File: config.mk
export PLATFORM = sky130hd
export DESIGN_NAME = tpw_timing_core
export DESIGN_NICKNAME = d
export VERILOG_FILES = /design/src/pkg/tpw_pkg.sv /design/src/logic/tpw_sync_pulse.sv /design/src/logic/tpw_phase_pair.sv /design/src/logic/tpw_timing_core.sv
export SDC_FILE = /design/constraint.sdc
export NUM_CORES = 1
export LEC_CHECK = 0
export BUFFER_PORTS_ARGS = -buffer_cell sky130_fd_sc_hd__clkbuf_2
export CAP_MARGIN = 20
export CORE_MARGIN = 2
export CORE_UTILIZATION = 49
export CTS_CLUSTER_SIZE = 20
export DETAILED_ROUTE_END_ITERATION = 16
export PLACE_DENSITY = 0.66
export SLEW_MARGIN = 20
export SYNTH_ARGS = -nofsm -noshare
export SYNTH_HDL_FRONTEND = slang
export SYNTH_SLANG_ARGS = --single-unit
export TNS_END_PERCENT = 100
File: constraint.sdc
create_clock -name clock -period 11.6 [get_ports clock]
set_input_delay 2.32 -clock clock [delete_from_list [all_inputs] [get_ports clock]]
set_output_delay 2.32 -clock clock [all_outputs]
set_load 0.03 [all_outputs]
File: src/pkg/tpw_pkg.sv
// Package: constants for the three-phase PWM timing core
`default_nettype none
package tpw_pkg;
  // ***************
  // Widths
  // ***************
  localparam int unsigned ADDR_W = 12;
  localparam int unsigned DATA_W = 32;
  localparam int unsigned OEC_W  = 9;
  localparam int unsigned MPW_W  = 10;

  // ***************
  // Register map
  // ***************
  localparam logic [11:0] OFS_PERIOD = 12'h000;
  localparam logic [11:0] OFS_DEAD   = 12'h004;
  localparam logic [11:0] OFS_MINPW  = 12'h008;
  localparam logic [11:0] OFS_SYNCW  = 12'h00c;
  localparam logic [11:0] OFS_DUTY_A = 12'h010;
  localparam logic [11:0] OFS_DUTY_B = 12'h014;
  localparam logic [11:0] OFS_DUTY_C = 12'h018;
  localparam logic [11:0] OFS_OEC    = 12'h01c;
  localparam logic [11:0] OFS_MODE   = 12'h020;
  localparam logic [11:0] OFS_STATUS = 12'h024;

  // ***************
  // Fields and reset values
  // ***************
  localparam int unsigned MODE_DOUBLE_BIT = 6;
  localparam int unsigned STAT_HALF_BIT   = 3;
  localparam int unsigned STAT_RUN_BIT    = 0;
  localparam logic [7:0]  SYNCW_RESET     = 8'h27;
  localparam logic [3:0]  WR_ALL          = 4'hf;
  localparam int unsigned WR_PERIOD       = 3;
endpackage : tpw_pkg
`default_nettype wire

File: src/logic/tpw_sync_pulse.sv
// Sync pulse stretcher of programmable width
`timescale 1ns/10ps
`default_nettype none
module tpw_sync_pulse
  import tpw_pkg::*;
#(
  parameter int unsigned SW_W = 8
)
(
  input  wire logic            clock,  // Core clock
  input  wire logic            rst_n,  // Async reset
  input  wire logic            fire,   // Start of pulse
  input  wire logic [SW_W-1:0] width,  // Width minus one
  output logic                 pulse   // Sync pulse out
);
  typedef struct packed {
    logic            out;
    logic [SW_W-1:0] cnt;
  } tpw_sp_t;

  tpw_sp_t st;
  tpw_sp_t next_st;

  // width plus one
  always_comb
  begin
    next_st = st;
    if (fire)
    begin
      next_st.out = 1'b1;
      next_st.cnt = width;
    end
    else if (st.cnt != '0)
      next_st.cnt = st.cnt - 1'b1;
    else
      next_st.out = 1'b0;
  end

  always_ff @(posedge clock or negedge rst_n)
  begin
    if (!rst_n)
      st <= '0;
    else
      st <= next_st;
  end

  assign pulse = st.out;

  // Helper: length of the pulse now high
  logic [SW_W:0] hlen;
  logic [SW_W:0] wlen;
  always_ff @(posedge clock or negedge rst_n)
  begin
    if (!rst_n)
    begin
      hlen <= '0;
      wlen <= '0;
    end
    else
    begin
      hlen <= fire ? '0 : (st.out ? hlen + 1'b1 : hlen);
      wlen <= fire ? {1'b0, width} + 1'b1 : wlen;
    end
  end
endmodule : tpw_sync_pulse
`default_nettype wire

File: src/logic/tpw_phase_pair.sv
// One complementary output pair with dead time
`timescale 1ns/10ps
`default_nettype none
module tpw_phase_pair
  import tpw_pkg::*;
#(
  parameter int unsigned PER_W = 16,
  parameter int unsigned DT_W  = 10
)
(
  input  wire logic             clock,  // Core clock
  input  wire logic             rst_n,  // Async reset
  input  wire logic             run,    // Timer running
  input  wire logic             half,   // Second half
  input  wire logic [PER_W-1:0] cnt,    // Up/down count
  input  wire logic [PER_W-1:0] period, // Half period
  input  wire logic [PER_W-1:0] duty,   // Duty value
  input  wire logic [DT_W-1:0]  dead,   // Dead time
  output logic                  high_n, // High side, low = on
  output logic                  low_n   // Low side, low = on
);
  typedef struct packed {
    logic hi_n;
    logic lo_n;
  } tpw_pp_t;

  tpw_pp_t st;
  tpw_pp_t next_st;
  logic signed [PER_W+2:0] base;
  logic signed [PER_W+2:0] thr_on;
  logic signed [PER_W+2:0] thr_off;
  logic signed [PER_W+2:0] pos;

  // symmetric dead gap
  always_comb
  begin
    base    = $signed({3'b000, period}) - $signed({3'b000, duty});
    thr_on  = base + $signed({{(PER_W-DT_W+3){1'b0}}, dead});
    thr_off = base - $signed({{(PER_W-DT_W+3){1'b0}}, dead});
    pos     = $signed({3'b000, cnt});
    next_st = '{hi_n: 1'b1, lo_n: 1'b1};
    // active low outputs
    if (run && !half)
    begin
      next_st.hi_n = !(pos >= thr_on);
      next_st.lo_n = !(pos < thr_off);
    end
    else if (run)
    begin
      next_st.hi_n = !(pos > thr_on);
      next_st.lo_n = !(pos <= thr_off);
    end
  end

  always_ff @(posedge clock or negedge rst_n)
  begin
    if (!rst_n)
      st <= '{hi_n: 1'b1, lo_n: 1'b1};
    else
      st <= next_st;
  end

  assign high_n = st.hi_n;
  assign low_n  = st.lo_n;
endmodule : tpw_phase_pair
`default_nettype wire

File: src/logic/tpw_timing_core.sv
// Three-phase PWM timing core with APB registers
//
// Behaviour
// One clock tick; period value is half
// Period register 16 bits, up to all-ones
// One 10-bit dead time for pairs
// Dead gap is twice dead count
// Dead time zero to 1023, zero allowed
// Mode bit 6 selects double update
// Mode bit cleared after reset
// Single mode: one sync per period
// Sync edge loads timing working copies
// Sync edge loads output control copy
// Double mode adds midpoint sync load
// Status bit 3 marks second half
// Sync width is register plus one
// Sync width resets to 39
// Outputs active low
// Idle until period and duties written
// Dead time shifts both edges equally
// Interrupt request on every sync
// Counter up first half, down second
// Host updates before next sync
//
// The register offsets and register access over APB are this design's own decisions.
`timescale 1ns/10ps
`default_nettype none
module tpw_timing_core
  import tpw_pkg::*;
#(
  parameter int unsigned PER_W = 16,
  parameter int unsigned DT_W  = 10,
  parameter int unsigned SW_W  = 8
)
(
  input  wire logic              clock,            // 125 MHz clock
  input  wire logic              rst_n,            // Async reset
  input  wire logic              psel,             // APB select
  input  wire logic              penable,          // APB enable
  input  wire logic              pwrite,           // APB write
  input  wire logic [ADDR_W-1:0] paddr,            // APB address
  input  wire logic [DATA_W-1:0] pwdata,           // APB write data
  output logic      [DATA_W-1:0] prdata,           // APB read data
  output logic                   pready,           // APB ready
  output logic                   pslverr,          // APB error
  output logic                   phase_a_high_out, // Phase A high
  output logic                   phase_a_low_out,  // Phase A low
  output logic                   phase_b_high_out, // Phase B high
  output logic                   phase_b_low_out,  // Phase B low
  output logic                   phase_c_high_out, // Phase C high
  output logic                   phase_c_low_out,  // Phase C low
  output logic                   period_sync_pulse,// Sync pin
  output logic                   sync_irq,         // Sync request
  output logic                   second_half,      // Half status
  output logic      [OEC_W-1:0]  oec_active,       // Output ctl copy
  output logic      [MPW_W-1:0]  min_pw_active     // Min width copy
);
  // ***************
  // Elaboration checks
  // ***************
  if (PER_W < 2 || PER_W > DATA_W)
    $error("PER_W out of range");
  if (DT_W < 1 || DT_W > PER_W)
    $error("DT_W out of range");
  if (SW_W < 1 || SW_W > PER_W)
    $error("SW_W out of range");

  // ***************
  // State
  // ***************
  typedef struct packed {
    logic [PER_W-1:0]        per;
    logic [DT_W-1:0]         dt;
    logic [MPW_W-1:0]        mpw;
    logic [SW_W-1:0]         sw;
    logic [2:0][PER_W-1:0]   duty;
    logic [OEC_W-1:0]        oec;
    logic                    dbl;
    logic [3:0]              wr;
    logic [PER_W-1:0]        sh_per;
    logic [DT_W-1:0]         sh_dt;
    logic [MPW_W-1:0]        sh_mpw;
    logic [SW_W-1:0]         sh_sw;
    logic [2:0][PER_W-1:0]   sh_duty;
    logic [OEC_W-1:0]        sh_oec;
    logic                    run;
    logic                    half;
    logic [PER_W-1:0]        cnt;
    logic                    fire;
    logic [DATA_W-1:0]       rdata;
  } tpw_core_t;

  tpw_core_t st;
  tpw_core_t next_st;
  logic      wr_en;
  logic      load;
  logic      to_half1;

  function automatic logic addr_hit(input logic [ADDR_W-1:0] a);
    case (a)
      OFS_PERIOD, OFS_DEAD, OFS_MINPW, OFS_SYNCW,
      OFS_DUTY_A, OFS_DUTY_B, OFS_DUTY_C, OFS_OEC,
      OFS_MODE, OFS_STATUS:
        addr_hit = 1'b1;
      default:
        addr_hit = 1'b0;
    endcase
  endfunction : addr_hit

  // ***************
  // APB slave
  // ***************
  // Zero wait states; read data caught in the setup cycle
  assign pready  = psel & penable;
  assign pslverr = psel & penable & ~addr_hit(paddr);
  assign wr_en   = psel & penable & pwrite & addr_hit(paddr);
  assign prdata  = st.rdata;

  always_comb
  begin
    next_st  = st;
    load     = 1'b0;
    to_half1 = 1'b0;
    next_st.fire = 1'b0;
    if (psel && !penable && !pwrite)
    begin
      next_st.rdata = '0;
      case (paddr)
        OFS_PERIOD:
          next_st.rdata[PER_W-1:0] = st.per;
        OFS_DEAD:
          next_st.rdata[DT_W-1:0] = st.dt;
        OFS_MINPW:
          next_st.rdata[MPW_W-1:0] = st.mpw;
        OFS_SYNCW:
          next_st.rdata[SW_W-1:0] = st.sw;
        OFS_DUTY_A:
          next_st.rdata[PER_W-1:0] = st.duty[0];
        OFS_DUTY_B:
          next_st.rdata[PER_W-1:0] = st.duty[1];
        OFS_DUTY_C:
          next_st.rdata[PER_W-1:0] = st.duty[2];
        OFS_OEC:
          next_st.rdata[OEC_W-1:0] = st.oec;
        OFS_MODE:
          next_st.rdata[MODE_DOUBLE_BIT] = st.dbl;
        // half flag in status
        OFS_STATUS:
        begin
          next_st.rdata[STAT_HALF_BIT] = st.half;
          next_st.rdata[STAT_RUN_BIT]  = st.run;
        end
        default:
          next_st.rdata = '0;
      endcase
    end
    // full-width writes
    if (wr_en)
    begin
      case (paddr)
        OFS_PERIOD:
        begin
          next_st.per = pwdata[PER_W-1:0];
          next_st.wr[WR_PERIOD] = 1'b1;
        end
        OFS_DEAD:
          next_st.dt = pwdata[DT_W-1:0];
        OFS_MINPW:
          next_st.mpw = pwdata[MPW_W-1:0];
        OFS_SYNCW:
          next_st.sw = pwdata[SW_W-1:0];
        OFS_DUTY_A:
        begin
          next_st.duty[0] = pwdata[PER_W-1:0];
          next_st.wr[0] = 1'b1;
        end
        OFS_DUTY_B:
        begin
          next_st.duty[1] = pwdata[PER_W-1:0];
          next_st.wr[1] = 1'b1;
        end
        OFS_DUTY_C:
        begin
          next_st.duty[2] = pwdata[PER_W-1:0];
          next_st.wr[2] = 1'b1;
        end
        OFS_OEC:
          next_st.oec = pwdata[OEC_W-1:0];
        // update mode select
        OFS_MODE:
          next_st.dbl = pwdata[MODE_DOUBLE_BIT];
        default:
          next_st.dbl = st.dbl;
      endcase
    end

    // ***************
    // Main timer
    // ***************
    // idle until all four written
    if (!st.run)
    begin
      next_st.cnt  = '0;
      next_st.half = 1'b0;
      if (st.wr == WR_ALL)
      begin
        next_st.run = 1'b1;
        load = 1'b1;
      end
    end
    // up count in first half
    else if (!st.half)
    begin
      if ({1'b0, st.cnt} + 1'b1 >= {1'b0, st.sh_per})
      begin
        next_st.half = 1'b1;
        to_half1 = 1'b1;
        // midpoint load in double mode
        load = st.dbl;
      end
      else
        next_st.cnt = st.cnt + 1'b1;
    end
    // down count in second half
    else if (st.cnt <= {{(PER_W-1){1'b0}}, 1'b1})
    begin
      next_st.half = 1'b0;
      next_st.cnt  = '0;
      // one period-start load and sync
      load = 1'b1;
    end
    else
      next_st.cnt = st.cnt - 1'b1;

    // working copies at sync
    if (load)
    begin
      next_st.sh_per  = st.per;
      next_st.sh_dt   = st.dt;
      next_st.sh_mpw  = st.mpw;
      next_st.sh_sw   = st.sw;
      next_st.sh_duty = st.duty;
      next_st.sh_oec  = st.oec;
      next_st.fire    = 1'b1;
    end
    if (to_half1)
      next_st.cnt = next_st.sh_per;
  end

  // reset values
  always_ff @(posedge clock or negedge rst_n)
  begin
    if (!rst_n)
    begin
      st       <= '0;
      st.sw    <= SYNCW_RESET;
      st.sh_sw <= SYNCW_RESET;
    end
    else
      st <= next_st;
  end

  // ***************
  // Sync pulse and outputs
  // ***************
  tpw_sync_pulse #(
    .SW_W  (SW_W)
  ) u_sync (
    .clock (clock),
    .rst_n (rst_n),
    .fire  (st.fire),
    .width (st.sh_sw),
    .pulse (period_sync_pulse)
  );

  // one request per sync
  assign sync_irq      = st.fire;
  assign second_half   = st.half;
  assign oec_active    = st.sh_oec;
  assign min_pw_active = st.sh_mpw;

  logic [2:0] hi_n;
  logic [2:0] lo_n;

  for (genvar g = 0; g < 3; g++)
  begin : g_pair
    tpw_phase_pair #(
      .PER_W  (PER_W),
      .DT_W   (DT_W)
    ) u_pair (
      .clock  (clock),
      .rst_n  (rst_n),
      .run    (st.run),
      .half   (st.half),
      .cnt    (st.cnt),
      .period (st.sh_per),
      .duty   (st.sh_duty[g]),
      .dead   (st.sh_dt),
      .high_n (hi_n[g]),
      .low_n  (lo_n[g])
    );
  end

  assign phase_a_high_out = hi_n[0];
  assign phase_a_low_out  = lo_n[0];
  assign phase_b_high_out = hi_n[1];
  assign phase_b_low_out  = lo_n[1];
  assign phase_c_high_out = hi_n[2];
  assign phase_c_low_out  = lo_n[2];
endmodule : tpw_timing_core
`default_nettype wire

-- After elaboration in Yosys (flattened, before gate mapping)
Index checks and enable logic that the tools add are counted.
- register bits: 257
- output and inout port bits: 62
- bits of input ports: 49
- logic and storage cells: 145
- order comparisons: 14
- mux-type cells: 36
- add/sub/neg operators: 13
- reductions and logical operators: 31
- bitwise operators: 5
- equal/unequal tests: 12
- operators by type and width (cell ; count):
    $mux 101 ; 1
    $add 19x11->19 ; 3
    $ge 17x19->1 ; 3
    $gt 17x19->1 ; 3
    $le 17x19->1 ; 3
    $lt 17x19->1 ; 3
    $sub 19x11->19 ; 3
    $sub 16x16->17 ; 3
    $eq 12x5->1 const B ; 4
    $mux 16 ; 3
    $mux 17 ; 2
    $pmux 2 s8 ; 2
    $pmux 1 s9 ; 3
    $eq 12x4->1 const B ; 2
    $eq 12x6->1 const B ; 2
    $pmux 6 s4 ; 1
    $reduce_and 2->1 ; 9
    $add 16x1->17 const B ; 1
    $ge 17x16->1 ; 1
    $add 16x1->16 const B ; 1
    $le 16x1->1 const B ; 1
    $sub 16x1->16 const B ; 1
    $logic_not 1->1 ; 15
    $mux 1 ; 13
    18 further kinds ; 28

-- Depth between registers and ports, before layout
- depth in word-level cells: 7
- mapped depth: 25
- mapped depth without buffers: 25

-- Cells and area by module
Synthesis repeated with hierarchy kept, for this count alone.
- cells, all modules: 2025
- area total of the unflattened synthesis: 20173.1 um2
- by module, submodules not included (module ; cells each ; times used ; area an instance (um2) ; sequential area each (um2)):
    tpw_timing_core ; 891 ; 1 ; 11538.6 ; 6065.8
    tpw_phase_pair (g_pair[1].u_pair ...) ; 351 ; 2 ; 2650.0 ; 52.6
    tpw_phase_pair (g_pair[0].u_pair) ; 375 ; 1 ; 2805.2 ; 52.6
    tpw_sync_pulse ; 57 ; 1 ; 529.3 ; 225.2

-- Least setup slack after synthesis
No wires, ideal clock.
- path kind: input port to output port
- start point: input port psel
- end point: output port pslverr
- required time: 9.280 ns
- data arrival time: 3.399 ns
- cell stages on the path: 2
- path buffers: 0
- setup slack: 5.881 ns
- cell sequence: and2_1 -> a21boi_0
- cells in the longest elaborated chain, start to end: 2
- ends and longest elaborated chain (item ; line ; text):
    start: declaration ; tpw_timing_core.sv:38 ; input wire logic psel,
    $and 1x1->1 (2 in series) ; tpw_timing_core.sv:115 ; assign pslverr = psel & penable & ~addr_hit(paddr);
    end: declaration ; tpw_timing_core.sv:45 ; output logic pslverr,
No other way between the ends.

-- Final worst setup path
- start point: input port paddr[7]
- end point: output port pslverr
- cells in the longest elaborated chain, start to end: 5
- elaborated cells on any way between the ends: 14
- those cells by class: eq/ne: 9; mux: 1; bitwise: 2; reduce/logical: 2
- ends and longest elaborated chain (item ; line ; text):
    start: declaration ; tpw_timing_core.sv:41 ; input wire logic [ADDR_W-1:0] paddr,
    $eq 12x5->1, or another cell as far along ; tpw_timing_core.sv:100 ; case (a)
    $reduce_or 10->1 * ; tpw_timing_core.sv:100 ;
    $mux 1 * ; tpw_timing_core.sv:100 ;
    $not 1->1 * ; tpw_timing_core.sv:115 ;
    $and 1x1->1 * ; tpw_timing_core.sv:115 ;
Every way passes the cells marked *; elsewhere a longest branch is shown, timed or not.

==> metrics.yaml <==
status: "completed"
max-cap-violations: 0
yosys.area.top_type_share: 0.3069
synthFlopType: "dfrtp_1"
root_buffer: "clkbuf_16"
path_cells: "clkbuf_2 > nor4_1 > nand2_1 > nor3_1 > a21boi_0 > clkbuf_2"
hold_viol_final: 0
placed_area_sq_mm: 0.02032
reg2regPathDepth: 23
whs_path_depth: 2
crit_top_cell: "clkbuf_2"
n_fill_cell: 3608
worstPathArrival_ns: 3.75
worstSetupPathDepth: 6
cts_resized: 0
hold_buffers: 0
clockBufferDepth: 3
clock_skew_ns: 0.02327
synthTopCellsByCount: "243 x dfrtp_1, 228 x ha_1, 190 x nand2_1"
required_ns: 9.28
post-cts-setup-buffer-count: 0
vias_per_cell: 5.941
peakVddDrop_v: 0.0001192
hpwl_um: 42670
insertion_delay_ns: 0.58
routed_wirelength_um: 55530
regArea_sq_mm: 0.006449
synth_enable_flop_cells: 0
placed_cells: 2622
timing.slew.headroom: 0.2554
nNetsFinal: 2415
yosysTopAreaCell: "dfrtp_1"
timing.critical_path.buf_inv: 2
syn_area_sq_mm: 0.01981
area_growth_pct: 7.433
grt_max_degree: 108
async_flop_share: 1.000
start_util: 0.4975
power_density_mw_per_mm2: 86.78
antenna_found_initial: 0
synth_most_common_cell: "dfrtp_1"
grt_pass1_vias: 15678
drive_gt1_frac: 0.1675
cts_tree: "yes"
synthCells: 2104
drt_iter0_markers: 1263
crit_type: "in2out"
critPathTopFamily: "simple AND/OR/NAND/NOR gates"
design_area_sq_mm: 0.02129
fin_crit_ns: 6.073
drv_slew: 0
rsz0062_at_grt: "no"
ioPinCount: 111
fmax_mhz: 164.7
critPathLaunchType: "input port"
syn_area_per_cell_sq_um: 9.417
min_to: "st[110]"
hp-class: "reg2reg"
multi_input_area_sq_mm: 0.01220
antenna_left: 0
ys_seq_area_frac: 0.3255
portBuffers: 78
final_cells: 2674
finalSetupTns_ns: 0
drc_errors: 0
cts.sinks: 257
ff2ff_setup_slack_ns: 5.67
dieWidth_um: 205.1
clk_pin_slew_worst_paths_ns: 0.06
vias: 15886
overflow: 0
endpoint_kind: "output pin"
rows: 73
synth_cell_types: 97
cts_inserted_buffers: 29
synth_seq_cells: 257
grt_pass1_wl_um: 86820
path_max_fanout: 3
wire_per_inst_um: 20.77
track_usage: 0.2656
ys_warn_count: 0
die_height_um: 205.1
worstMarginPinSlew_ns: 1.109
reg2reg_from: "st[136]"
antenna_cells: 0
cts-htree-levels: 1
gp_congestion: 0.9166
setup_viol: 0
core_sq_mm: 0.03982
r2r-end: "g_pair[2].u_pair.high_n"
synthTopCellsByArea: "dfrtp_1 31%, ha_1 14%, mux2_2 6.3%"
leakagePower_nw: 10.50
critPathSlowestCell: "nor4_1"
dr.pass1.iters: 7
whs_ns: 0.4588
min-delay-start: "st[110]"
die_area_sq_mm: 0.04206
critPathMaxStageDelay_ns: 0.44
period_share: 0.5235
[sequential cells by signal, indices dropped and copies added, names as in the netlist]
| signal | count |
|---|---|
| g_pair.u_pair.high_n | 3 |
| g_pair.u_pair.low_n | 3 |
| min_pw_active | 10 |
| oec_active | 9 |
| prdata | 16 |
| second_half | 1 |
| st | 205 |
| sync_irq | 1 |
| u_sync.pulse | 1 |
| u_sync.st | 8 |
[worst register-to-register path, cell delays in order (launching register included)]
cell and delay (ns):
dfrtp_1 0.39, inv_1 0.10, ha_1 0.24, fa_1 0.41
nand2b_1 0.18, a21oi_1 0.32, nor2b_1 0.13, xnor2_1 0.20
ha_1 0.27, a2111oi_0 0.45, a221oi_1 0.15, a221oi_1 0.40
nand2b_1 0.24, nor2_1 0.07, xnor2_1 0.13, ha_1 0.32
nand4_1 0.16, nor2_1 0.09, nand2_1 0.13, nor3_1 0.12
or4b_2 0.67, o21ai_0 0.28, inv_1 0.07, a211oi_1 0.31
[final cells by class]
type | count | share of cell area
clock buffer | 42 | 0.03968
tap | 525 | 0.03086
inverter | 148 | 0.02633
timing repair buffer | 90 | 0.02310
clock inverter | 9 | 0.003938
sequential | 257 | 0.3030
multi-input combinational | 1603 | 0.5731
[stage by stage]
stage / power [mW] / setup WS (ns) / util
global route: 1.901 / 5.254 / 0.5345
finish: 1.847 / 5.527 / 0.5345
floorplan: 0.9298 / 5.881 / -
global placement: 0.9569 / 5.523 / 0.5104
detailed placement: 0.9576 / 5.540 / 0.5104
CTS: 1.861 / 5.541 / 0.5337
[logic make-up (layout without fill, tap and decap cells)]
| family | Yosys count | in the layout | share of synthesized area |
|---|---|---|---|
| XOR/XNOR | 149 | 149 | 0.06587 |
| adder cells (fa/ha/maj) | 237 | 237 | 0.1531 |
| AO/OA/AOI/OAI | 470 | 470 | 0.1646 |
| flip-flops | 257 | 257 | 0.3255 |
| AND/OR/NAND/NOR | 598 | 598 | 0.1510 |
| buffers and inverters | 259 | 289 | 0.06460 |
| multiplexers | 133 | 133 | 0.07515 |
| other | 1 | 16 | 0.0001893 |
[how the worst max path moves through the flow]
stage | slack [ns] | to | from
floorplan | 5.88 | pslverr | psel
global placement | 5.52 | pslverr | paddr[7]
detailed placement | 5.54 | pslverr | paddr[7]
CTS | 5.54 | pslverr | paddr[7]
global route | 5.25 | g_pair[2].u_pair.high_n | st[137]
finish | 5.53 | pslverr | paddr[7]
[layout by cell type, fill, tap and decap left out, types with 16 or more instances in the layout]
cell type | netlist | final
a22oi_1 | 16 | 16
o22ai_1 | 16 | 16
o21a_1 | 20 | 20
conb_1 | 1 | 16
nor2b_1 | 34 | 34
nand3_1 | 35 | 35
o21ai_0 | 79 | 79
nand2_2 | 30 | 30
nand4_1 | 29 | 29
a21o_1 | 43 | 43
inv_1 | 147 | 147
nor3_1 | 45 | 43
nor4_1 | 16 | 16
mux2_2 | 111 | 111
dfrtp_1 | 243 | 243
ha_1 | 228 | 228
xor2_1 | 47 | 47
o21ai_2 | 30 | 30
clkbuf_16 | 0 | 29
clkbuf_2 | 0 | 77
mux2i_1 | 16 | 16
nand2b_1 | 24 | 24
a21oi_1 | 105 | 105
nand2_1 | 190 | 190
nor2_1 | 116 | 115
xnor2_1 | 102 | 102
[power by group]
part / internal (mW) / total [mW] / switching (mW) / leakage (nW)
combinational: 0.00657 / 0.0440 / 0.0375 / 6.50
sequential: 0.897 / 0.897 / 0.00000643 / 3.54
clock: 0.525 / 0.906 / 0.381 / 0.458
[routing by layer]
metal / up-vias / global-route usage / wire length (um)
li1: 7507 / - / -
met1: 7828 / 0.3688 / 25320
met2: 437 / 0.4364 / 25700
met3: 114 / 0.02673 / 2706
met4: 0 / 0.08350 / 1808
met5: - / 0 / 0
Power figures use the tool's default switching activity.
